$ cat src/design/irq_consts.svh
// constants for the modem interrupt aggregator: offsets, bit positions, reset values
//
// What this block does
// thirteen interrupt sources, each with its own status flag in registers
// one interrupt output, active low, always driven in both states
// each source has its own mask bit gating the shared output
// output low whenever any unmasked flag is set, an OR of sources
// global mask bit blocks every source from the output
// flags cleared only by writing 1; writing 0 leaves them alone
// reading status registers never changes any flag
// a set flag stays set until software clears it
// output is level sensitive, held until flags cleared or masked
// synthesizer loss-of-lock sets the unlock flag
// filter reject follows selected network, or AND of both on shared channel
// rx level flag sets when byte count reaches programmed threshold
// channel assessment completion sets its flag
// receive completion sets receive done flag
// transmit completion sets transmit done flag
// sequence done sets on every non-idle to idle transition
// buffer underrun flag sets only in burst access mode
// wake flag sets on power-on or deep sleep wake; indicator tells which
// timer flags one, three, four set on counter equal compare
// timer two flag sets on 24-bit or 16-bit alternate match
// event in same cycle as clear wins; flag ends set
// flags set regardless of their mask bits
// after reset all flags clear and output high
`ifndef IRQ_CONSTS_SVH
`define IRQ_CONSTS_SVH

`define NUM_SRC 13
`define NUM_TMR 4

// ==========================================
// flag bit positions in status and mask, field positions in control
`define FLG_UNLOCK 0
`define FLG_FILTER 1
`define FLG_LEVEL 2
`define FLG_CCA 3
`define FLG_RXDONE 4
`define FLG_TXDONE 5
`define FLG_SEQ 6
`define FLG_UNDERRUN 7
`define FLG_WAKE 8
`define FLG_TMR1 9
`define FLG_TMR2 10
`define FLG_TMR3 11
`define FLG_TMR4 12
`define WAKE_TYPE_BIT 13
`define GLOBAL_MASK_BIT 16
`define CTRL_TMR_EN_LSB 0
`define CTRL_ALT_EN_BIT 4
`define CTRL_NET_SEL_BIT 5
`define CTRL_THR_LSB 8

// ==========================================
// register byte offsets
`define OFS_STATUS 8'h00
`define OFS_MASK 8'h04
`define OFS_CTRL 8'h08
`define OFS_CMP1 8'h0C
`define OFS_CMP2 8'h10
`define OFS_CMP2ALT 8'h14
`define OFS_CMP3 8'h18
`define OFS_CMP4 8'h1C

// ==========================================
// reset values and bus answers
`define CMP_RST 24'h000FFF
`define CMP_ALT_RST 16'h00FF
`define THR_RST 8'hFF
`define RESP_OKAY 2'h0
`define RESP_SLVERR 2'h2

`endif

$ cat src/design/irq_pkg.sv
// types shared by the modem interrupt aggregator
package irq_pkg;

    typedef struct packed {
        logic [7:0] awaddr;
        logic awvalid;
        logic [31:0] wdata;
        logic [3:0] wstrb;
        logic wvalid;
        logic bready;
        logic [7:0] araddr;
        logic arvalid;
        logic rready;
    } axi_req_t;

    typedef struct packed {
        logic awready;
        logic wready;
        logic [1:0] bresp;
        logic bvalid;
        logic arready;
        logic [31:0] rdata;
        logic [1:0] rresp;
        logic rvalid;
    } axi_rsp_t;

    // modem event sources; single-bit ones are pulses unless noted
    typedef struct packed {
        logic synth_unlock;
        logic filter_valid;
        logic network_zero_reject;
        logic network_one_reject;
        logic dual_network;   // level
        logic shared_channel; // level
        logic rx_byte_strobe;
        logic [7:0] rx_byte_count;
        logic cca_done;
        logic rx_done;
        logic tx_done;
        logic seq_idle;       // level
        logic buffer_underrun;
        logic burst_mode;     // level
        logic wake_por;
        logic wake_deep_sleep;
        logic [23:0] event_timer;
    } modem_evt_t;

    typedef struct packed {
        logic [12:0] flag;
        logic wake_from_sleep;
        logic [12:0] mask;
        logic global_mask;
        logic [3:0] tmr_en;
        logic alt_en;
        logic net_sel;
        logic [7:0] level_thr;
        logic [3:0][23:0] cmp;
        logic [15:0] cmp_alt;
        logic seq_idle_d;
        logic irq_n;
        logic have_aw;
        logic have_w;
        logic [7:0] waddr;
        logic [31:0] wdata;
        logic [3:0] wstrb;
        axi_rsp_t rsp;
    } state_t;

endpackage

$ cat src/design/timer_match.sv
// one event timer comparator giving a pulse when the count first equals the compare value
`timescale 1ns/10ps
module timer_match #(
    parameter int WIDTH = 24
) (
    input wire logic clk,
    input wire logic sys_rst,
    input wire logic enable,
    input wire logic [WIDTH-1:0] count,
    input wire logic [WIDTH-1:0] compare,
    output logic hit
);
    logic eq;
    logic eq_reg;

    assign eq = enable && (count == compare);
    // a slow timer holds its value for many clocks; fire only once per match
    assign hit = eq && !eq_reg;

    always_ff @(posedge clk) begin
        if (sys_rst) begin
            eq_reg <= 1'b0;
        end else begin
            eq_reg <= eq;
        end
    end
endmodule

$ cat src/design/modem_interrupt_aggregator.sv
// modem interrupt aggregator: sticky flags, masks, timer compares and an AXI4-Lite register slave
`timescale 1ns/10ps
`include "irq_consts.svh"
module modem_interrupt_aggregator (
    input wire logic clk,
    input wire logic sys_rst,
    input wire irq_pkg::axi_req_t axi_req,
    output irq_pkg::axi_rsp_t axi_rsp,
    input wire irq_pkg::modem_evt_t evt,
    output logic irq_n,
    output logic [`NUM_SRC-1:0] flag_status
);
    import irq_pkg::*;

    state_t s_reg;
    state_t s_next;

    logic [`NUM_TMR-1:0] tmr_hit;
    logic alt_hit;
    logic [`NUM_SRC-1:0] set_v;
    logic [`NUM_SRC-1:0] clr_v;
    logic filter_fail;
    logic seq_done;
    logic aw_fire;
    logic w_fire;
    logic ar_fire;
    logic wr_fire;
    logic [7:0] wr_addr;
    logic [31:0] wr_data;
    logic [31:0] wr_bits;
    logic [3:0] wr_strb;
    logic [31:0] rd_data;
    logic rd_ok;
    logic wr_ok;

    // ==========================================
    // event timer comparators
    genvar gi;
    generate
        for (gi = 0; gi < `NUM_TMR; gi++) begin : g_tmr
            timer_match #(.WIDTH(24)) u_match (
                .clk(clk),
                .sys_rst(sys_rst),
                .enable(s_reg.tmr_en[gi]),
                .count(evt.event_timer),
                .compare(s_reg.cmp[gi]),
                .hit(tmr_hit[gi])
            );
        end
    endgenerate

    // alternate compare looks only at the low 16 bits of the 24-bit timer
    timer_match #(.WIDTH(16)) u_alt_match (
        .clk(clk),
        .sys_rst(sys_rst),
        .enable(s_reg.tmr_en[1] && s_reg.alt_en),
        .count(evt.event_timer[15:0]),
        .compare(s_reg.cmp_alt),
        .hit(alt_hit)
    );

    // ==========================================
    // event decode
    always_comb begin
        filter_fail = 1'b0;
        if (evt.filter_valid) begin
            if (evt.dual_network && evt.shared_channel) begin
                filter_fail = evt.network_zero_reject && evt.network_one_reject;
            end else if (evt.dual_network && s_reg.net_sel) begin
                filter_fail = evt.network_one_reject;
            end else begin
                filter_fail = evt.network_zero_reject;
            end
        end
    end

    assign seq_done = evt.seq_idle && !s_reg.seq_idle_d;

    // sources set their flag whatever the mask says
    always_comb begin
        set_v = '0;
        set_v[`FLG_UNLOCK] = evt.synth_unlock;
        set_v[`FLG_FILTER] = filter_fail;
        set_v[`FLG_LEVEL] = evt.rx_byte_strobe && (evt.rx_byte_count == s_reg.level_thr);
        set_v[`FLG_CCA] = evt.cca_done;
        set_v[`FLG_RXDONE] = evt.rx_done;
        set_v[`FLG_TXDONE] = evt.tx_done;
        set_v[`FLG_SEQ] = seq_done;
        set_v[`FLG_UNDERRUN] = evt.buffer_underrun && evt.burst_mode;
        set_v[`FLG_WAKE] = evt.wake_por || evt.wake_deep_sleep;
        set_v[`FLG_TMR1] = tmr_hit[0];
        set_v[`FLG_TMR2] = tmr_hit[1] || alt_hit;
        set_v[`FLG_TMR3] = tmr_hit[2];
        set_v[`FLG_TMR4] = tmr_hit[3];
    end

    // ==========================================
    // bus handshakes
    assign aw_fire = axi_req.awvalid && s_reg.rsp.awready;
    assign w_fire = axi_req.wvalid && s_reg.rsp.wready;
    assign ar_fire = axi_req.arvalid && s_reg.rsp.arready;
    assign wr_fire = (s_reg.have_aw || aw_fire) && (s_reg.have_w || w_fire) && !s_reg.rsp.bvalid;
    assign wr_addr = s_reg.have_aw ? s_reg.waddr : axi_req.awaddr;
    assign wr_data = s_reg.have_w ? s_reg.wdata : axi_req.wdata;
    assign wr_strb = s_reg.have_w ? s_reg.wstrb : axi_req.wstrb;

    // byte enables widened to a bit mask
    always_comb begin
        wr_bits = '0;
        for (int i = 0; i < 4; i++) begin
            wr_bits[8*i +: 8] = {8{wr_strb[i]}};
        end
    end

    assign wr_ok = (wr_addr[1:0] == 2'h0) && (wr_addr <= `OFS_CMP4);

    // write-1 clears only through the status word, with its byte lanes
    assign clr_v = (wr_fire && wr_addr == `OFS_STATUS) ? (wr_data[`NUM_SRC-1:0] & wr_bits[`NUM_SRC-1:0]) : '0;

    // ==========================================
    // read mux; pure, so reads leave every flag alone
    always_comb begin
        rd_data = '0;
        rd_ok = 1'b1;
        unique case (axi_req.araddr)
            `OFS_STATUS: begin
                rd_data[`NUM_SRC-1:0] = s_reg.flag;
                // the wake type only means something while the wake flag is up
                rd_data[`WAKE_TYPE_BIT] = s_reg.wake_from_sleep && s_reg.flag[`FLG_WAKE];
            end
            `OFS_MASK: begin
                rd_data[`NUM_SRC-1:0] = s_reg.mask;
                rd_data[`GLOBAL_MASK_BIT] = s_reg.global_mask;
            end
            `OFS_CTRL: begin
                rd_data[`CTRL_TMR_EN_LSB +: `NUM_TMR] = s_reg.tmr_en;
                rd_data[`CTRL_ALT_EN_BIT] = s_reg.alt_en;
                rd_data[`CTRL_NET_SEL_BIT] = s_reg.net_sel;
                rd_data[`CTRL_THR_LSB +: 8] = s_reg.level_thr;
            end
            `OFS_CMP1: rd_data[23:0] = s_reg.cmp[0];
            `OFS_CMP2: rd_data[23:0] = s_reg.cmp[1];
            `OFS_CMP2ALT: rd_data[15:0] = s_reg.cmp_alt;
            `OFS_CMP3: rd_data[23:0] = s_reg.cmp[2];
            `OFS_CMP4: rd_data[23:0] = s_reg.cmp[3];
            default: rd_ok = 1'b0;
        endcase
    end

    // ==========================================
    // next state
    always_comb begin
        s_next = s_reg;
        s_next.seq_idle_d = evt.seq_idle;

        // set beats a coincident clear, and only a write clears
        s_next.flag = (s_reg.flag & ~clr_v) | set_v;
        if (evt.wake_por || evt.wake_deep_sleep) begin
            s_next.wake_from_sleep = evt.wake_deep_sleep;
        end

        if (wr_fire && wr_ok) begin
            unique case (wr_addr)
                `OFS_MASK: begin
                    s_next.mask = (s_reg.mask & ~wr_bits[`NUM_SRC-1:0]) | (wr_data[`NUM_SRC-1:0] & wr_bits[`NUM_SRC-1:0]);
                    if (wr_strb[2]) begin
                        s_next.global_mask = wr_data[`GLOBAL_MASK_BIT];
                    end
                end
                `OFS_CTRL: begin
                    if (wr_strb[0]) begin
                        s_next.tmr_en = wr_data[`CTRL_TMR_EN_LSB +: `NUM_TMR];
                        s_next.alt_en = wr_data[`CTRL_ALT_EN_BIT];
                        s_next.net_sel = wr_data[`CTRL_NET_SEL_BIT];
                    end
                    if (wr_strb[1]) begin
                        s_next.level_thr = wr_data[`CTRL_THR_LSB +: 8];
                    end
                end
                `OFS_CMP1: s_next.cmp[0] = (s_reg.cmp[0] & ~wr_bits[23:0]) | (wr_data[23:0] & wr_bits[23:0]);
                `OFS_CMP2: s_next.cmp[1] = (s_reg.cmp[1] & ~wr_bits[23:0]) | (wr_data[23:0] & wr_bits[23:0]);
                `OFS_CMP2ALT: s_next.cmp_alt = (s_reg.cmp_alt & ~wr_bits[15:0]) | (wr_data[15:0] & wr_bits[15:0]);
                `OFS_CMP3: s_next.cmp[2] = (s_reg.cmp[2] & ~wr_bits[23:0]) | (wr_data[23:0] & wr_bits[23:0]);
                `OFS_CMP4: s_next.cmp[3] = (s_reg.cmp[3] & ~wr_bits[23:0]) | (wr_data[23:0] & wr_bits[23:0]);
                default: begin
                end
            endcase
        end

        // line follows the next flags so it moves with them, from a flop
        s_next.irq_n = !((|(s_next.flag & ~s_next.mask)) && !s_next.global_mask);

        // write channel: hold whichever half came first until the other arrives
        if (wr_fire) begin
            s_next.have_aw = 1'b0;
            s_next.have_w = 1'b0;
            s_next.rsp.bvalid = 1'b1;
            s_next.rsp.bresp = wr_ok ? `RESP_OKAY : `RESP_SLVERR;
        end else begin
            if (aw_fire) begin
                s_next.have_aw = 1'b1;
                s_next.waddr = axi_req.awaddr;
            end
            if (w_fire) begin
                s_next.have_w = 1'b1;
                s_next.wdata = axi_req.wdata;
                s_next.wstrb = axi_req.wstrb;
            end
        end
        if (s_reg.rsp.bvalid && axi_req.bready) begin
            s_next.rsp.bvalid = 1'b0;
        end
        s_next.rsp.awready = !s_next.have_aw && !s_next.rsp.bvalid;
        s_next.rsp.wready = !s_next.have_w && !s_next.rsp.bvalid;

        // read channel: one read in flight
        if (ar_fire) begin
            s_next.rsp.rvalid = 1'b1;
            s_next.rsp.rdata = rd_data;
            s_next.rsp.rresp = rd_ok ? `RESP_OKAY : `RESP_SLVERR;
        end else if (s_reg.rsp.rvalid && axi_req.rready) begin
            s_next.rsp.rvalid = 1'b0;
        end
        s_next.rsp.arready = !s_next.rsp.rvalid;
    end

    // ==========================================
    // state register
    always_ff @(posedge clk) begin
        if (sys_rst) begin
            s_reg <= '0;
            s_reg.flag <= '0;
            s_reg.irq_n <= 1'b1;
            s_reg.level_thr <= `THR_RST;
            s_reg.cmp <= {`NUM_TMR{`CMP_RST}};
            s_reg.cmp_alt <= `CMP_ALT_RST;
            s_reg.seq_idle_d <= 1'b1;
        end else begin
            s_reg <= s_next;
        end
    end

    assign axi_rsp = s_reg.rsp;
    assign irq_n = s_reg.irq_n;
    assign flag_status = s_reg.flag;

    // ==========================================
    // assertions
    localparam int RSP_MIN = 1;
    localparam int RSP_MAX = 1;
endmodule

$ cat config.mk
export PLATFORM = sky130hd
export DESIGN_NAME = modem_interrupt_aggregator
export DESIGN_NICKNAME = d
export VERILOG_FILES = /design/src/design/irq_pkg.sv /design/src/design/timer_match.sv /design/src/design/modem_interrupt_aggregator.sv
export VERILOG_INCLUDE_DIRS = /design/src /design/src/design
export SDC_FILE = /design/constraint.sdc
export NUM_CORES = 1
export LEC_CHECK = 0
export ABC_AREA = 1
export BUFFER_PORTS_ARGS = -buffer_cell sky130_fd_sc_hd__clkbuf_2
export CORE_MARGIN = 2
export CORE_UTILIZATION = 59
export DETAILED_ROUTE_END_ITERATION = 7
export PLACE_DENSITY_LB_ADDON = 0.25
export SYNTH_ARGS = -nofsm -noshare
export SYNTH_HDL_FRONTEND = slang
export SYNTH_SLANG_ARGS = --single-unit
$ cat constraint.sdc
create_clock -name clk -period 2.18 [get_ports clk]
set_clock_uncertainty 0.05 [all_clocks]
set_input_delay 0.109 -clock clk [delete_from_list [all_inputs] [get_ports clk]]
set_output_delay 0.109 -clock clk [all_outputs]
set_load 0.01 [all_outputs]
==> results.md <==
* Outcome: finished with violations
* Violations in the final reports: setup timing
* Type of the worst min-delay path: in -> reg
* IO Count at roughly 160
* Initial core utilization at between 50% and 60%
* Clock Tree Root: sky130_fd_sc_hd__clkbuf_16
* Post-DRT Antenna Nets at 0
* Hold Violations, Final at 0
* Via count of the routed design at ~14000
* Flip-flop and latch count after synthesis at approximately 230
* Global-route usage over all layers at between 40% and 50%
* Area share of the leading cell type in the synthesized netlist at about 37%
* Critical Path Source: s_reg[86]$_SDFF_PP0_
* Mapped Avg Cell Area at about 6.6 um2
* Number of pins with negative max-slew slack in the final report at 0
* RSZ-0062 raised after global routing: true
* Dominant cells by area after synthesis: sky130_fd_sc_hd__dfxtp_1 37%, sky130_fd_sc_hd__nand2_1 14%, sky130_fd_sc_hd__inv_1 6.9%, sky130_fd_sc_hd__a21oi_1 6.5%, sky130_fd_sc_hd__nor2_1 6.1%
* Worst reg2reg path startpoint: s_reg[86]$_SDFF_PP0_
* Busiest metal layer after global routing: met2
* FF-to-FF setup slack at -0.08 ns
* Total power density per cell area at 704.6 nW/um2
* Top post-synthesis cells by count: 451 x sky130_fd_sc_hd__nand2_1, 229 x sky130_fd_sc_hd__dfxtp_1, 227 x sky130_fd_sc_hd__inv_1, 202 x sky130_fd_sc_hd__nor2_1, 161 x sky130_fd_sc_hd__a21oi_1
* Data required time of the worst path at roughly 2.6 ns
* Pin slew with the least headroom to its limit at ~0.63 ns
* Yosys warning total at 0
* Vertical die dimension at 149.2 um
* Gr ovfl total at 0
* Final setup margin at -0.07634 ns
* Crit Reg-Reg Endpoint: irq_n$_SDFF_PP1_
* Async set-reset flop share out of synthesis at 0%
* Die Footprint at 22250 um2
* Port buffer count at roughly 140
* Estimated wirelength of the detail-placed design at roughly 37000 um
* Routability Congestion at between 1 and 1.5
* Setup crit end kind: register
* Initial detailed-routing violation count at 2055
* Fraction of met3 tracks used by global routing at a little under a tenth
* Maximum fanout along the worst path at 6
* Number of instances in the synthesized netlist at 1877
* Worst slew margin at 57.64%
* Pin count of the biggest net entering global routing at 120
* # nets final at roughly 2200
* Register clock-pin slew on the reported worst setup and hold paths at ~0.07 ns
* Die boundary width at about 150 um
* Critical path destination: irq_n$_SDFF_PP1_
* Top achievable clock speed at between 400 and 500 MHz
* Post-synthesis cell type count at 51
* Fraction of met1 tracks used by global routing at a little under three fifths
* Cell row count at 53
* Worst ir drop on vdd at 0.0007748 V
* Max cap viols at 0
* Layout overhead on the synthesized area at 21.28%
* CTS Buffer Depth at 3
* Kind of start point of the critical path: register
* Insertion delay of the later-clocked pin in the worst-skew pair at 0.56 ns
* Global Route met2 Usage at 72.21%
* Total wirelength of the detailed-routed design at approximately 54000 um
* Most used standard cell by instance count after synthesis: sky130_fd_sc_hd__nand2_1
* Final critical path time including I/O delays and setup at between 2 and 2.5 ns
* Count of antenna diodes in the layout at 0
* Global-route wire length before repair at roughly 75000 um
* Core Region at between 20000 and 25000 um2
* Category of the most critical setup path: reg -> reg
* Leak Pwr at 7.132 nW
* Period utilisation layout at 103.5%
* Util after Layout at 72.43%
* Number of failing setup endpoints in the final timing report at 5
* Post-detailed-route DRC marker count at 0
* Seq/Total Area, Yosys at between 30% and 40%
* Vias in the first global route at around 13000
* Area of the mapped netlist at between 10000 and 15000 um2
* Level count of the clock H-tree at 1
* Layout cell share with drive strength beyond 1 at roughly 16%
* Number of antenna violations at the first check in global routing at 0
* EDFF count, synth at 0
* Worst r2r path cells at 17
* Total clock buffers created by CTS at 25
* Num Clock Sinks at approximately 230
* Post-synth top flop: sky130_fd_sc_hd__dfxtp_1
* Most area-hungry cell type in the Yosys netlist: sky130_fd_sc_hd__dfxtp_1
* Arrival time reported for the critical path endpoint at 2.71 ns
* First-pass iteration count of the detailed router at 7
* Final Hold Slack at about 0.0019 ns
* Clock tree from TritonCTS: built
* Post-DR wirelength/cell at around 23 um
* Average vias per placed instance at between 6 and 7
[metrics by stage]
stage | setup slack (ns) | TNS [ns] | instances | area [um2] | power, mW
global route | -0.1685 | -0.6388 | 2366 | 15080 | 10.79
CTS | 0.01569 | 0 | 2361 | 14940 | 10.34
finish | -0.07634 | -0.1702 | 2366 | 15080 | 10.63
global placement | 0.07545 | 0 | 2261 | 13470 | 5.559
detailed placement | -0.03978 | -0.04572 | 2261 | 13470 | 5.573
floorplan | 0.3895 | 0 | 1886 | 12470 | 5.091
[metal layers]
layer | vias to the layer above | part of all wire [%]
met3 | 307 | 13
met4 | 0 | 7.5
met1 | 6554 | 36
li1 | 6439 | -
met5 | - | 0
met2 | 1185 | 44
[report_power, final]
part / internal, mW / switching (mW)
sequential: 4.27 / 0.0659
clock: 2.98 / 1.89
combinational: 0.461 / 0.956
total: 7.72 / 2.91
[worst min path at each step]
stage             from                         to  slack, ns  depth (start not counted)
2_1_floorplan  evt[28]       s_reg[88]$_SDFF_PP1_       0.17                          1
3_3_place_gp   evt[28]       s_reg[88]$_SDFF_PP1_       0.26                          2
3_5_place_dp   evt[28]       s_reg[88]$_SDFF_PP1_       0.27                          2
4_1_cts        evt[32]  flag_status[2]$_SDFF_PP0_       0.01                          4
5_1_grt        evt[43]  flag_status[1]$_SDFF_PP0_      0.005                          3
6_report       evt[43]  flag_status[1]$_SDFF_PP0_      0.002                          3
[logic make-up (layout without fill, tap and decap cells)]
kind of cell	count (synthesis)	in the layout	share of synthesized area (%)
AOI/OAI and AO/OA	445	445	20.14
and+or+nand+nor	801	801	27.11
buffers and inverters	364	569	13.18
xor gates and xnor gates	30	30	2.113
muxes	7	7	0.5635
other	1	10	0.03016
DFF	229	229	36.86
[repair_timing]
item                                    4_1_cts  5_1_grt
endpoints found under the hold margin        65        0
hold buffers                                 55        0
gates cloned                                  0        1
pin swaps                                     0       10
buffers inserted                              0        5
endpoints found under the setup margin        2       35
resized for setup                             1       30
[worst max-delay path: stages, from the launching register on]
cell and delay, ns:
sky130_fd_sc_hd__dfxtp_4 0.38, sky130_fd_sc_hd__buf_8 0.15, sky130_fd_sc_hd__nand2_1 0.10, sky130_fd_sc_hd__nand2_1 0.11, sky130_fd_sc_hd__nor2_2 0.13, sky130_fd_sc_hd__nand2_2 0.13
sky130_fd_sc_hd__nor2_4 0.17, sky130_fd_sc_hd__buf_6 0.16, sky130_fd_sc_hd__nand3_1 0.12, sky130_fd_sc_hd__nand2_1 0.12, sky130_fd_sc_hd__nand2_1 0.07, sky130_fd_sc_hd__nand2_1 0.09
sky130_fd_sc_hd__nand2_1 0.06, sky130_fd_sc_hd__inv_1 0.05, sky130_fd_sc_hd__nand2_1 0.06, sky130_fd_sc_hd__nor2_1 0.11, sky130_fd_sc_hd__nand2_1 0.07, sky130_fd_sc_hd__nand2_1 0.06
[placed cells by master, fill, tap and decap left out, types with 4 or more instances in the layout]
| master | Yosys | routed |
|---|---|---|
| sky130_fd_sc_hd__a211oi_1 | 9 | 9 |
| sky130_fd_sc_hd__a21oi_1 | 161 | 161 |
| sky130_fd_sc_hd__a221oi_1 | 4 | 4 |
| sky130_fd_sc_hd__buf_12 | 0 | 4 |
| sky130_fd_sc_hd__buf_4 | 56 | 82 |
| sky130_fd_sc_hd__bufinv_16 | 0 | 6 |
| sky130_fd_sc_hd__clkbuf_16 | 0 | 25 |
| sky130_fd_sc_hd__clkbuf_2 | 0 | 140 |
| sky130_fd_sc_hd__clkbuf_8 | 0 | 5 |
| sky130_fd_sc_hd__clkinv_1 | 4 | 4 |
| sky130_fd_sc_hd__conb_1 | 1 | 10 |
| sky130_fd_sc_hd__dfxtp_1 | 229 | 227 |
| sky130_fd_sc_hd__dlygate4sd3_1 | 0 | 54 |
| sky130_fd_sc_hd__inv_1 | 227 | 224 |
| sky130_fd_sc_hd__inv_2 | 6 | 9 |
| sky130_fd_sc_hd__mux2i_1 | 7 | 7 |
| sky130_fd_sc_hd__nand2_1 | 451 | 447 |
| sky130_fd_sc_hd__nand2_2 | 8 | 10 |
| sky130_fd_sc_hd__nand3_1 | 49 | 48 |
| sky130_fd_sc_hd__nand4_1 | 34 | 34 |
| sky130_fd_sc_hd__nor2_1 | 202 | 198 |
| sky130_fd_sc_hd__nor2_2 | 5 | 8 |
| sky130_fd_sc_hd__nor2_4 | 3 | 4 |
| sky130_fd_sc_hd__nor3_1 | 13 | 12 |
| sky130_fd_sc_hd__nor4_1 | 4 | 4 |
| sky130_fd_sc_hd__o2111ai_1 | 13 | 13 |
| sky130_fd_sc_hd__o211ai_1 | 15 | 15 |
| sky130_fd_sc_hd__o21a_1 | 4 | 4 |
| sky130_fd_sc_hd__o21ai_0 | 145 | 145 |
| sky130_fd_sc_hd__o21ai_1 | 34 | 34 |
| sky130_fd_sc_hd__o21ai_2 | 8 | 6 |
| sky130_fd_sc_hd__o221ai_1 | 11 | 11 |
| sky130_fd_sc_hd__o22ai_1 | 33 | 33 |
| sky130_fd_sc_hd__or2_2 | 15 | 15 |
| sky130_fd_sc_hd__xnor2_1 | 16 | 16 |
| sky130_fd_sc_hd__xor2_1 | 14 | 14 |
[layout make-up]
type | instances | area [um2]
multi-input cells | 1293 | 6321
fillers | 1632 | 5741
flip-flops and latches | 229 | 4589
repair buffers | 286 | 2006
inverters | 238 | 895.9
clock buffers | 33 | 705.7
well taps | 275 | 344.1
clock inverters | 12 | 220.2
(Power assumes the default switching activity.)
